$ cat src/shared/core_defs.vh
// Constants for the processor mode and decode core
`ifndef CORE_DEFS_VH
`define CORE_DEFS_VH
// ==================== Register byte offsets and group tags ====================
`define A_ACC_LO    8'h00
`define A_ACC_HI    8'h04
`define A_QUO_LO    8'h08
`define A_QUO_HI    8'h0C
`define A_EXP       8'h10
`define A_TIMER     8'h14
`define A_IC        8'h18
`define A_IND       8'h1C
`define A_DBR       8'h20
`define A_PBR       8'h24
`define A_CTL       8'h28
`define A_FAULT     8'h2C
`define A_ISSUE     8'h30
`define A_ISSUE_HI  8'h34
`define A_FETCH     8'h38
`define A_OPER      8'h3C
`define A_IDX_TAG   3'h2
`define A_ABR_TAG   3'h3
// ==================== Modes and fields ====================
`define MODE_ABS    2'h0
`define MODE_MAS    2'h1
`define MODE_SLV    2'h2
`define CTL_TSRC    4
`define IND_ZERO    0
`define IND_NEG     1
`define IND_CARRY   2
`define IND_OVF     3
`define IND_EOVF    4
`define IND_EUNF    5
`define IND_OMASK   6
`define IND_TALLY   7
`define IND_PAR     8
`define IND_PMASK   9
`define IND_ABS     10
`define F_PRIV      0
`define F_UNAS      1
`define F_TIMER     2
`define F_OVF       3
`define F_PAR       4
`define I_INH       28
`define I_BASE      29
// ==================== Opcodes ====================
`define OP_LIMIT    9'h194
`define OP_PRIV_TAG 5'h18
`define OP_LDX_TAG  6'h02
`define OP_LDA      9'h000
`define OP_LDQ      9'h001
`define OP_ADA      9'h002
`define OP_CMPA     9'h003
`define OP_LDE      9'h004
`define OP_FADE     9'h005
`define OP_LLS      9'h006
`define OP_LDBR     9'h180
`define OP_LDT      9'h181
`define OP_RPT      9'h190
// ==================== Timing ====================
`define CLK_NS      10
`define TICK_NS     15625
`define TICK_CYCLES (`TICK_NS / `CLK_NS)
`endif

$ cat src/rtl/processor_mode_and_decode_core.v
// Mode control, decode pipeline, timer and register file of the core
//
// Chosen here: the Wishbone register port and the address map.
`timescale 1ns/1ps
`include "core_defs.vh"
module processor_mode_and_decode_core #(
    parameter integer TICK_CYCLES = `TICK_CYCLES
) (
    input  wire        clk_i,
    input  wire        rst_i,
    input  wire [7:0]  adr_i,
    input  wire [31:0] dat_i,
    output reg  [31:0] dat_o,
    input  wire        we_i,
    input  wire [3:0]  sel_i,
    input  wire        cyc_i,
    input  wire        stb_i,
    output reg         ack_o,
    input  wire        mem_access_i,
    input  wire        parity_err_i,
    input  wire        intr_req_i,
    output reg         fault_o,
    output reg         intr_take_o,
    output reg  [23:0] fetch_addr_o,
    output reg  [23:0] oper_addr_o,
    output wire [1:0]  mode_o,
    output wire        busy_o
);
    localparam [11:0] TICK_LAST = TICK_CYCLES[11:0] - 12'h001;
    localparam [1:0]  RS_IDLE = 2'h0;
    localparam [1:0]  RS_CAPT = 2'h1;
    localparam [1:0]  RS_RUN  = 2'h2;

    // ====================
    // Architectural state
    reg [35:0] acc_reg;
    reg [35:0] quo_reg;
    reg [7:0]  exp_reg;
    reg [17:0] index_reg [0:7];
    reg [23:0] address_base [0:7];
    reg [23:0] timer_reg;
    reg [17:0] ic_reg;
    reg [17:0] ind_reg;
    reg [28:0] dbr_reg;
    reg [17:0] pbr_reg;
    reg [1:0]  mode_reg;
    reg        tsrc_reg;
    reg [4:0]  fault_reg;
    reg [3:0]  issue_hi_reg;
    reg [11:0] tick_reg;
    integer    k;

    // Pipeline: fetch, address prep, protection, execute
    reg        s1_v, s2_v, s3_v, s4_v;
    reg [35:0] s1_w, s2_w, s3_w, s4_w;
    reg [17:0] s2_ea, s3_ea, s4_ea;

    // Repeat buffer
    reg [1:0]  rs_reg;
    reg [7:0]  rpt_cnt;
    reg        rpt_two;
    reg        rpt_sel;
    reg [35:0] rpt_buf [0:1];

    // ====================
    // Wishbone slave
    wire access = cyc_i & stb_i & ~ack_o;
    wire stall  = we_i & (adr_i == `A_ISSUE) & (rs_reg == RS_RUN);
    wire take   = access & ~stall;
    wire wr     = take & we_i;
    wire [2:0] grp = adr_i[7:5];
    wire [2:0] slot = adr_i[4:2];

    function [31:0] merge;
        input [31:0] o;
        input [31:0] d;
        input [3:0]  s;
        begin
            merge = {s[3] ? d[31:24] : o[31:24], s[2] ? d[23:16] : o[23:16],
                     s[1] ? d[15:8] : o[15:8], s[0] ? d[7:0] : o[7:0]};
        end
    endfunction

    // Unmapped offsets read zero and ignore writes, but are still acked
    reg [31:0] rdata;
    always @* begin
        rdata = 32'h0000_0000;
        if (grp == `A_IDX_TAG) begin
            rdata = {14'h0000, index_reg[slot]};
        end else if (grp == `A_ABR_TAG) begin
            rdata = {8'h00, address_base[slot]};
        end else begin
            case (adr_i)
                `A_ACC_LO:   rdata = acc_reg[31:0];
                `A_ACC_HI:   rdata = {28'h0000000, acc_reg[35:32]};
                `A_QUO_LO:   rdata = quo_reg[31:0];
                `A_QUO_HI:   rdata = {28'h0000000, quo_reg[35:32]};
                `A_EXP:      rdata = {24'h000000, exp_reg};
                `A_TIMER:    rdata = {8'h00, timer_reg};
                `A_IC:       rdata = {14'h0000, ic_reg};
                `A_IND:      rdata = {14'h0000, ind_reg};
                `A_DBR:      rdata = {3'h0, dbr_reg};
                `A_PBR:      rdata = {14'h0000, pbr_reg};
                `A_CTL:      rdata = {27'h0000000, tsrc_reg, 2'h0, mode_reg};
                `A_FAULT:    rdata = {27'h0000000, fault_reg};
                `A_ISSUE_HI: rdata = {28'h0000000, issue_hi_reg};
                `A_FETCH:    rdata = {8'h00, fetch_addr_o};
                `A_OPER:     rdata = {8'h00, oper_addr_o};
                default:     rdata = 32'h0000_0000;
            endcase
        end
    end

    // Byte lanes merged over the addressed register's current value
    wire [31:0] wdata = merge(rdata, dat_i, sel_i);

    // Ack one cycle after the request is taken (an ISSUE write waits out a replay), dropped the cycle after
    always @(posedge clk_i) begin
        if (rst_i) begin
            ack_o <= 1'b0;
            dat_o <= 32'h0000_0000;
        end else begin
            ack_o <= take;
            if (take) begin
                dat_o <= rdata;
            end
        end
    end

    // ====================
    // Issue and repeat control
    wire        iss_fire = wr & (adr_i == `A_ISSUE);
    wire [35:0] iss_word = {issue_hi_reg, dat_i};
    wire        is_rpt   = iss_word[26:18] == `OP_RPT;
    wire        inject   = iss_fire | (rs_reg == RS_RUN);
    wire [35:0] inj_word = (rs_reg == RS_RUN) ? rpt_buf[rpt_sel] : iss_word;
    assign busy_o = rs_reg == RS_RUN;
    assign mode_o = mode_reg;

    // Repeat replays the buffer, not memory, so the counter holds still
    always @(posedge clk_i) begin
        if (rst_i) begin
            rs_reg     <= RS_IDLE;
            rpt_cnt    <= 8'h00;
            rpt_two    <= 1'b0;
            rpt_sel    <= 1'b0;
            rpt_buf[0] <= 36'h0;
            rpt_buf[1] <= 36'h0;
        end else begin
            case (rs_reg)
                RS_IDLE: begin
                    if (iss_fire & is_rpt) begin
                        rpt_cnt <= iss_word[7:0];
                        rpt_two <= iss_word[30];
                        rpt_sel <= 1'b0;
                        rs_reg  <= RS_CAPT;
                    end
                end
                RS_CAPT: begin
                    if (iss_fire) begin
                        rpt_buf[rpt_sel] <= iss_word;
                        if (rpt_two & ~rpt_sel) begin
                            rpt_sel <= 1'b1;
                        end else begin
                            rpt_sel <= 1'b0;
                            rs_reg  <= (rpt_cnt == 8'h00) ? RS_IDLE : RS_RUN;
                        end
                    end
                end
                RS_RUN: begin
                    if (rpt_two & ~rpt_sel) begin
                        rpt_sel <= 1'b1;
                    end else begin
                        rpt_sel <= 1'b0;
                        rpt_cnt <= rpt_cnt - 8'h01;
                        if (rpt_cnt == 8'h01) begin
                            rs_reg <= RS_IDLE;
                        end
                    end
                end
                default: rs_reg <= RS_IDLE;
            endcase
        end
    end

    // ====================
    // Address preparation
    wire [5:0]  s1_mod = s1_w[35:30];
    reg  [17:0] mod_val;
    // Halves of the accumulator and quotient act as index values
    always @* begin
        mod_val = 18'h00000;
        if (s1_mod[5:4] == 2'b00) begin
            case (s1_mod[3:0])
                4'h1:    mod_val = acc_reg[35:18];
                4'h2:    mod_val = quo_reg[35:18];
                4'h4:    mod_val = ic_reg;
                4'h5:    mod_val = acc_reg[17:0];
                4'h6:    mod_val = quo_reg[17:0];
                4'h8, 4'h9, 4'hA, 4'hB, 4'hC, 4'hD, 4'hE, 4'hF:
                         mod_val = index_reg[s1_mod[2:0]];
                default: mod_val = 18'h00000;
            endcase
        end
    end
    // Only register modification adds here; other classes pass the field on
    wire [17:0] ea_next = s1_w[17:0] + mod_val;

    // Operand translation, absolute bypasses unless base bit is set
    wire        abs_mode = mode_reg == `MODE_ABS;
    wire [23:0] base_rel = address_base[s3_ea[17:15]] + {9'h000, s3_ea[14:0]};
    wire [23:0] proc_rel = {pbr_reg, 6'h00} + {6'h00, s3_ea};
    wire [23:0] oper_next = s3_w[`I_BASE] ? base_rel :
                            (abs_mode ? {6'h00, s3_ea} : proc_rel);
    wire [23:0] fetch_next = abs_mode ? {6'h00, ic_reg} :
                             {pbr_reg, 6'h00} + {6'h00, ic_reg};

    // ====================
    // Protection check
    wire [8:0] s3_op  = s3_w[26:18];
    wire priv_op  = s3_op[8:4] == `OP_PRIV_TAG;
    wire unas_op  = s3_op >= `OP_LIMIT;
    wire slave    = mode_reg == `MODE_SLV;
    wire f_priv   = s3_v & priv_op & slave;
    wire f_unas   = s3_v & unas_op & slave;
    // Faulted words never reach execute, so no state changes
    wire pass     = s3_v & ~f_priv & ~f_unas;

    // Four words in flight, one per stage
    always @(posedge clk_i) begin
        if (rst_i) begin
            s1_v <= 1'b0;
            s2_v <= 1'b0;
            s3_v <= 1'b0;
            s4_v <= 1'b0;
            s1_w <= 36'h0;
            s2_w <= 36'h0;
            s3_w <= 36'h0;
            s4_w <= 36'h0;
            s2_ea <= 18'h00000;
            s3_ea <= 18'h00000;
            s4_ea <= 18'h00000;
            oper_addr_o <= 24'h000000;
            fetch_addr_o <= 24'h000000;
            intr_take_o <= 1'b0;
        end else begin
            s1_v <= inject;
            s1_w <= inj_word;
            s2_v <= s1_v;
            s2_w <= s1_w;
            s2_ea <= ea_next;
            s3_v <= s2_v;
            s3_w <= s2_w;
            s3_ea <= s2_ea;
            s4_v <= pass;
            s4_w <= s3_w;
            s4_ea <= s3_ea;
            if (s3_v) begin
                oper_addr_o <= oper_next;
            end
            if (iss_fire) begin
                fetch_addr_o <= fetch_next;
            end
            intr_take_o <= intr_req_i & s4_v & ~s4_w[`I_INH];
        end
    end

    // ====================
    // Execute
    wire [8:0]  op   = s4_w[26:18];
    wire [36:0] sum  = {1'b0, acc_reg} + {19'h00000, s4_ea};
    wire [36:0] diff = {1'b0, acc_reg} - {19'h00000, s4_ea};
    wire [71:0] aq_sh = {acc_reg, quo_reg} << s4_ea[6:0];
    wire [8:0]  esum = {exp_reg[7], exp_reg} + {s4_ea[7], s4_ea[7:0]};
    wire        add_ovf = ~acc_reg[35] & sum[35];
    wire        omask = ind_reg[`IND_OMASK];
    wire        pmask = ind_reg[`IND_PMASK];
    wire        ex    = s4_v;
    wire        x_ada = ex & (op == `OP_ADA);
    wire        x_fade = ex & (op == `OP_FADE);
    wire        ovf_hit = x_ada & add_ovf & ~omask;
    wire        par_hit = parity_err_i & ~pmask;

    // Timer source: prescaled tick or memory access strobe
    wire tick = tick_reg == TICK_LAST;
    wire dec  = tsrc_reg ? mem_access_i : tick;
    wire t_run = dec & (timer_reg == 24'h000001);
    wire f_tmr = t_run & slave;

    // Hardware sets beat a software clear in the same cycle
    wire [4:0] f_set = {par_hit, ovf_hit, f_tmr, f_unas, f_priv};

    always @(posedge clk_i) begin
        if (rst_i) begin
            tick_reg <= 12'h000;
            fault_o <= 1'b0;
        end else begin
            tick_reg <= tick ? 12'h000 : tick_reg + 12'h001;
            fault_o <= |f_set;
        end
    end

    // Register file, bus writes first and execute results layered on top
    always @(posedge clk_i) begin
        if (rst_i) begin
            acc_reg <= 36'h0;
            quo_reg <= 36'h0;
            exp_reg <= 8'h00;
            timer_reg <= 24'h000000;
            ic_reg <= 18'h00000;
            ind_reg <= 18'h00000;
            dbr_reg <= 29'h0;
            pbr_reg <= 18'h00000;
            mode_reg <= `MODE_ABS;
            tsrc_reg <= 1'b0;
            fault_reg <= 5'h00;
            issue_hi_reg <= 4'h0;
            for (k = 0; k < 8; k = k + 1) begin
                index_reg[k] <= 18'h00000;
                address_base[k] <= 24'h000000;
            end
        end else begin
            // Countdown stops at zero; loads override counting
            if (dec & (timer_reg != 24'h000000)) begin
                timer_reg <= timer_reg - 24'h000001;
            end
            if (iss_fire) begin
                ic_reg <= ic_reg + 18'h00001;
            end
            if (wr) begin
                if (grp == `A_IDX_TAG) begin
                    index_reg[slot] <= wdata[17:0];
                end else if (grp == `A_ABR_TAG) begin
                    address_base[slot] <= wdata[23:0];
                end
                case (adr_i)
                    `A_ACC_LO:   acc_reg[31:0] <= merge(acc_reg[31:0], dat_i, sel_i);
                    `A_ACC_HI:   acc_reg[35:32] <= sel_i[0] ? dat_i[3:0] : acc_reg[35:32];
                    `A_QUO_LO:   quo_reg[31:0] <= merge(quo_reg[31:0], dat_i, sel_i);
                    `A_QUO_HI:   quo_reg[35:32] <= sel_i[0] ? dat_i[3:0] : quo_reg[35:32];
                    `A_EXP:      exp_reg <= sel_i[0] ? dat_i[7:0] : exp_reg;
                    `A_TIMER:    timer_reg <= wdata[23:0];
                    `A_IC:       ic_reg <= wdata[17:0];
                    `A_IND:      ind_reg <= wdata[17:0];
                    `A_DBR:      dbr_reg <= wdata[28:0];
                    `A_PBR:      pbr_reg <= wdata[17:0];
                    `A_ISSUE_HI: issue_hi_reg <= sel_i[0] ? dat_i[3:0] : issue_hi_reg;
                    `A_CTL: begin
                        if (sel_i[0]) begin
                            mode_reg <= dat_i[1:0];
                            tsrc_reg <= dat_i[`CTL_TSRC];
                        end
                    end
                    default: ;
                endcase
            end
            // Sticky faults clear by writing ones, a new event still lands
            fault_reg <= ((wr & (adr_i == `A_FAULT) & sel_i[0]) ?
                          (fault_reg & ~dat_i[4:0]) : fault_reg) | f_set;
            // Absolute indicator mirrors the mode
            ind_reg[`IND_ABS] <= abs_mode;
            if (par_hit) begin
                ind_reg[`IND_PAR] <= 1'b1;
            end
            if (ex) begin
                case (op)
                    `OP_LDA: begin
                        acc_reg <= {18'h00000, s4_ea};
                        ind_reg[`IND_ZERO] <= s4_ea == 18'h00000;
                        ind_reg[`IND_NEG] <= 1'b0;
                    end
                    `OP_LDQ: begin
                        quo_reg <= {18'h00000, s4_ea};
                        ind_reg[`IND_ZERO] <= s4_ea == 18'h00000;
                        ind_reg[`IND_NEG] <= 1'b0;
                    end
                    `OP_ADA: begin
                        acc_reg <= sum[35:0];
                        ind_reg[`IND_ZERO] <= sum[35:0] == 36'h0;
                        ind_reg[`IND_NEG] <= sum[35];
                        ind_reg[`IND_CARRY] <= sum[36];
                        if (ovf_hit) begin
                            ind_reg[`IND_OVF] <= 1'b1;
                        end
                    end
                    `OP_CMPA: begin
                        // Outcome kept for later conditional transfers
                        ind_reg[`IND_ZERO] <= diff[35:0] == 36'h0;
                        ind_reg[`IND_NEG] <= diff[35];
                        ind_reg[`IND_CARRY] <= ~diff[36];
                    end
                    `OP_LDE: exp_reg <= s4_ea[7:0];
                    `OP_FADE: begin
                        // Mantissa stays in the accumulator
                        exp_reg <= esum[7:0];
                        ind_reg[`IND_ZERO] <= acc_reg == 36'h0;
                        if (esum[8] != esum[7]) begin
                            ind_reg[`IND_EOVF] <= ~esum[8];
                            ind_reg[`IND_EUNF] <= esum[8];
                        end
                    end
                    `OP_LLS: begin
                        acc_reg <= aq_sh[71:36];
                        quo_reg <= aq_sh[35:0];
                        ind_reg[`IND_ZERO] <= aq_sh == 72'h0;
                        ind_reg[`IND_NEG] <= aq_sh[71];
                    end
                    `OP_LDBR: dbr_reg <= {acc_reg[10:0], s4_ea};
                    `OP_LDT: timer_reg <= acc_reg[23:0];
                    default: begin
                        if (op[8:3] == `OP_LDX_TAG) begin
                            index_reg[op[2:0]] <= s4_ea;
                            ind_reg[`IND_ZERO] <= s4_ea == 18'h00000;
                        end
                    end
                endcase
            end
        end
    end
endmodule

$ cat config.mk
export PLATFORM = sky130hd
export DESIGN_NAME = processor_mode_and_decode_core
export DESIGN_NICKNAME = d
export VERILOG_FILES = /design/src/rtl/processor_mode_and_decode_core.v
export VERILOG_INCLUDE_DIRS = /design/src /design/src/shared
export SDC_FILE = /design/constraint.sdc
export NUM_CORES = 2
export LEC_CHECK = 0
export BUFFER_PORTS_ARGS = -buffer_cell sky130_fd_sc_hd__buf_2
export CAP_MARGIN = 25
export CORE_ASPECT_RATIO = 0.6
export CORE_MARGIN = 2
export CORE_UTILIZATION = 35
export DETAILED_ROUTE_END_ITERATION = 8
export PLACE_DENSITY = 0.56
export REMOVE_ABC_BUFFERS = 1
export SETUP_SLACK_MARGIN = 0.3
export SLEW_MARGIN = 20
export SYNTH_ARGS = -nofsm -noshare
export SYNTH_HDL_FRONTEND = slang
export SYNTH_SLANG_ARGS = --single-unit
$ cat constraint.sdc
create_clock -name clk_i -period 4.8 [get_ports clk_i]
set_input_delay 0.96 -clock clk_i [delete_from_list [all_inputs] [get_ports clk_i]]
set_output_delay 0.96 -clock clk_i [all_outputs]
set_load 0.005 [all_outputs]
==> parameters.txt <==
Parameter                              Value

Yosys
  Mean Syn Cell Area ... 9.60 µm²
  Number of distinct library cells after synthesis ... 96
  Count of flip-flops with a built-in enable after synthesis ... 406
  Number of standard cells after synthesis ... 5386
  Cell taking the most area after synthesis ... edfxtp_1
  Top cell type's share of synthesized area ... 23.6%
  Largest cells by area after synthesis ... edfxtp_1, dfxtp_1, mux4_2
  Fraction of registers with async set or reset after synthesis ... 0%
  Post-synth top flop ... dfxtp_1
  Sequential-to-total area share from yosys stat ... 40.3%
  Register bit total from synthesis ... 838
  Netlist area before placement ... 51700 µm²
  Syn. warnings ... 0

Global routing
  Global-route usage over all layers ... 34.8%
  Number of global-route vias before repair ... 44.3k
  First-pass GRT wire length ... 367 mm
  Antenna violations before repair ... 35
  Largest net degree at the start of global routing ... 159
  Global route total overflow ... 0

Timing
  Period Utilization, post-route ... 95.9%
  Minimum setup slack in the final design ... 0.196 ns
  # setup viols final ... 0
  Max Clk Rate ... 0.217 GHz
  Max transition margin ... 22.4%
  Setup TNS Final ... 0 ns
  Final slew viol count ... 0
  Transition at the pin with the smallest max-transition slack ... 1.16 ns
  Final Hold Viols ... 0
  Worst Clk Skew ... 0.0325 ns
  Setup repair after global routing missed its margin ... yes
  Minimum period implied by the final worst setup slack ... 4.60 ns

Place
  Placed Cells ... 7474
  IO buf count ... 137
  Worst slack, placed ... -0.0996 ns
  Detailed Place HPWL ... 204 mm
  Final weighted congestion in routability-driven placement ... 1.05
  Cell area after placement ... 57200 µm²

Worst setup path
  Data arrival time of the worst path ... 5.24 ns
  Highest fanout seen on the critical path ... 47
  Critical Path RT ... 5.44 ns
  Critical Setup Path Class ... reg -> reg
  Critical path endpoint category ... flop
  Kind of start point of the critical path ... flop

Clocking
  Clock latency on the worst-skew pair ... 0.72 ns
  Clock-pin slew of the registers on the worst-case setup and hold paths ... 0.07 ns
  Cts bufs inserted ... 86
  TritonCTS clock tree ... built
  H-tree Lvls ... 3
  Clk Tree Root Cell ... clkbuf_16
  Clk buf depth ... 3
  Number of sinks handled by clock tree synthesis ... 838
  Hold_buf cts ... 0

Floorplanning
  Site row count ... 109
  Die Span Y ... 302 µm
  Initial core utilization ... 35.2%
  Area inside the core boundary ... 147000 µm²
  Chip width ... 500 µm
  Die area ... 151000 µm²
  I/O pin count ... 138

Cells and area
  Syn-to-layout area delta ... 18.0%
  Fin area ... 61000 µm²
  Number of nets in the finished design ... 5819
  Ratio of cells with drive above 1 in the final layout ... 22.8%
  Final std cells w/o fill ... 7690
  Core utilization of the finished layout ... 41.5%
  Max reg flops ... 192

Run
  MaxCap Viol Count ... 0

Detailed routing
  Post-route ant nets ... 0
  DRC marker count from the first detailed-route iteration ... 9383
  Final wirelength ... 271 mm
  Length of the first detailed-routing pass in iterations ... 9
  Via density per instance ... 6.46
  Average wire length per cell after detail routing ... 35.3 µm
  Detailed-route via count ... 49.7k
  Number of DRC violations after detailed routing ... 1

Run status
  Run status ... finished, violations left
  Failing checks ... DRC

Pwr
  Peak supply drop ... 0.243 mV
  PD cells ... 278 nW/µm²
  Static leakage power ... 0.0226 µW

Hold path
  Min-Delay Path Class ... reg -> reg
[layout make-up]
class	count	area [µm²]
multi-input combinational	3977	29200
inverter	97	367
timing repair buffer	648	4970
tap	1942	2430
sequential	838	20900
fill	14251	85900
clock inverter	50	637
antenna	27	67.6
clock buffer	111	2460
[power breakdown]
part           switching, µW  total [µW]  internal (µW)  leakage (µW)
sequential               113        7760           7650       0.00768
clock                   3350        7530           4180       0.00152
combinational           1080        1640            563        0.0134
[metal layers]
metal  wire, µm  up-vias  global-route usage [%]
met1     119000    24706                    52.6
met5        159        -                       0
met2      95000     3989                    41.6
met3      49800      401                    18.7
li1           -    20591                       -
met4       7000       26                    7.79
[worst max-delay path, cell delays in order (launching register included)]
cell      delay [ns]
dfxtp_4         0.39
buf_16          0.30
mux4_1          0.66
mux4_2          0.56
a32oi_2         0.30
nand2_1         0.19
o311ai_1        0.37
nand4_1         0.30
nor4_1          0.39
nand4_1         0.17
nor4_2          0.35
buf_4           0.19
a211oi_1        0.05
a211oi_2        0.24
[Yosys cell counts, drive strengths merged (13+ instances only)]
library cell,number
nand3,112
a222oi,76
xnor2,93
or3,43
o22a,16
ha,112
mux2i,220
dfxtp,432
nor2,759
nor3,121
o21bai,15
and2,86
and3,31
a31oi,37
xor2,46
o21ai,304
a21o,25
inv,94
nand2b,40
nor2b,100
nor4,37
a21oi,254
a221oi,43
nand4,35
o211ai,36
o22ai,44
buf,86
a311oi,36
a211oi,150
clkbuf,388
nand2,514
mux2,110
or2,13
mux4,249
a22oi,41
edfxtp,406
[path summary, 6_finish.rpt]
| kind | from | endpoint | slack (ns) | cells after the start |
|---|---|---|---|---|
| worst max-delay path | s4_ea[0] | ind_reg[0] | 0.20 | 13 |
| worst min-delay path | s2_ea[2] | s3_ea[2] | 0.44 | 1 |
| worst max register to register | s4_ea[0] | ind_reg[0] | 0.20 | 13 |
| worst min register to register | s2_ea[2] | s3_ea[2] | 0.44 | 1 |
[through the flow]
stage                     hold WS [ns]  power, µW
after CTS                        0.440      16900
after global placement           0.416       9450
after floorplan                  0.414       8590
after global routing             0.451      17300
after detailed placement         0.426       9460
final                            0.436      16900
[layout by cell type (no fill, tap or decap), types with 34 or more instances in the layout]
| master | count |
|---|---|
| o211ai_1 | 36 |
| nand3_1 | 109 |
| dfxtp_1 | 412 |
| nor2_1 | 746 |
| clkbuf_16 | 91 |
| buf_2 | 133 |
| a222oi_1 | 76 |
| xor2_1 | 46 |
| a211oi_1 | 149 |
| nand2_1 | 513 |
| and2_1 | 85 |
| ha_1 | 106 |
| or3_1 | 40 |
| nand2b_1 | 35 |
| a311oi_1 | 34 |
| a31oi_1 | 36 |
| o21ai_0 | 286 |
| xnor2_1 | 93 |
| o22ai_1 | 44 |
| mux2_2 | 109 |
| edfxtp_1 | 406 |
| a21oi_1 | 248 |
| mux4_2 | 244 |
| mux2i_1 | 200 |
| a22oi_1 | 41 |
| nor3_1 | 104 |
| nand4_1 | 35 |
| a221oi_1 | 43 |
| buf_4 | 479 |
| nor2b_1 | 100 |
| inv_1 | 90 |
[kinds of logic (layout without fill, tap and decap cells)]
family / Yosys count / in the layout / synth area share, %
XOR/XNOR: 139 / 139 / 2.36
flip-flops: 838 / 838 / 40.3
AO/OA/AOI/OAI: 1208 / 1208 / 15.7
multiplexers: 579 / 579 / 17.5
other: 0 / 27 / 0
buffers and inverters: 571 / 906 / 4.26
adder cells (fa/ha/maj): 119 / 119 / 2.98
AND/OR/NAND/NOR: 1932 / 1932 / 16.9
[repair_timing]
action                                  4_1_cts  5_1_grt
pin swaps                                     9       32
endpoints found under the setup margin       17       24
cloned                                        1        1
buffers inserted                              3       22
gates resized for setup                      23       60
Power figures use the tool's default switching activity.
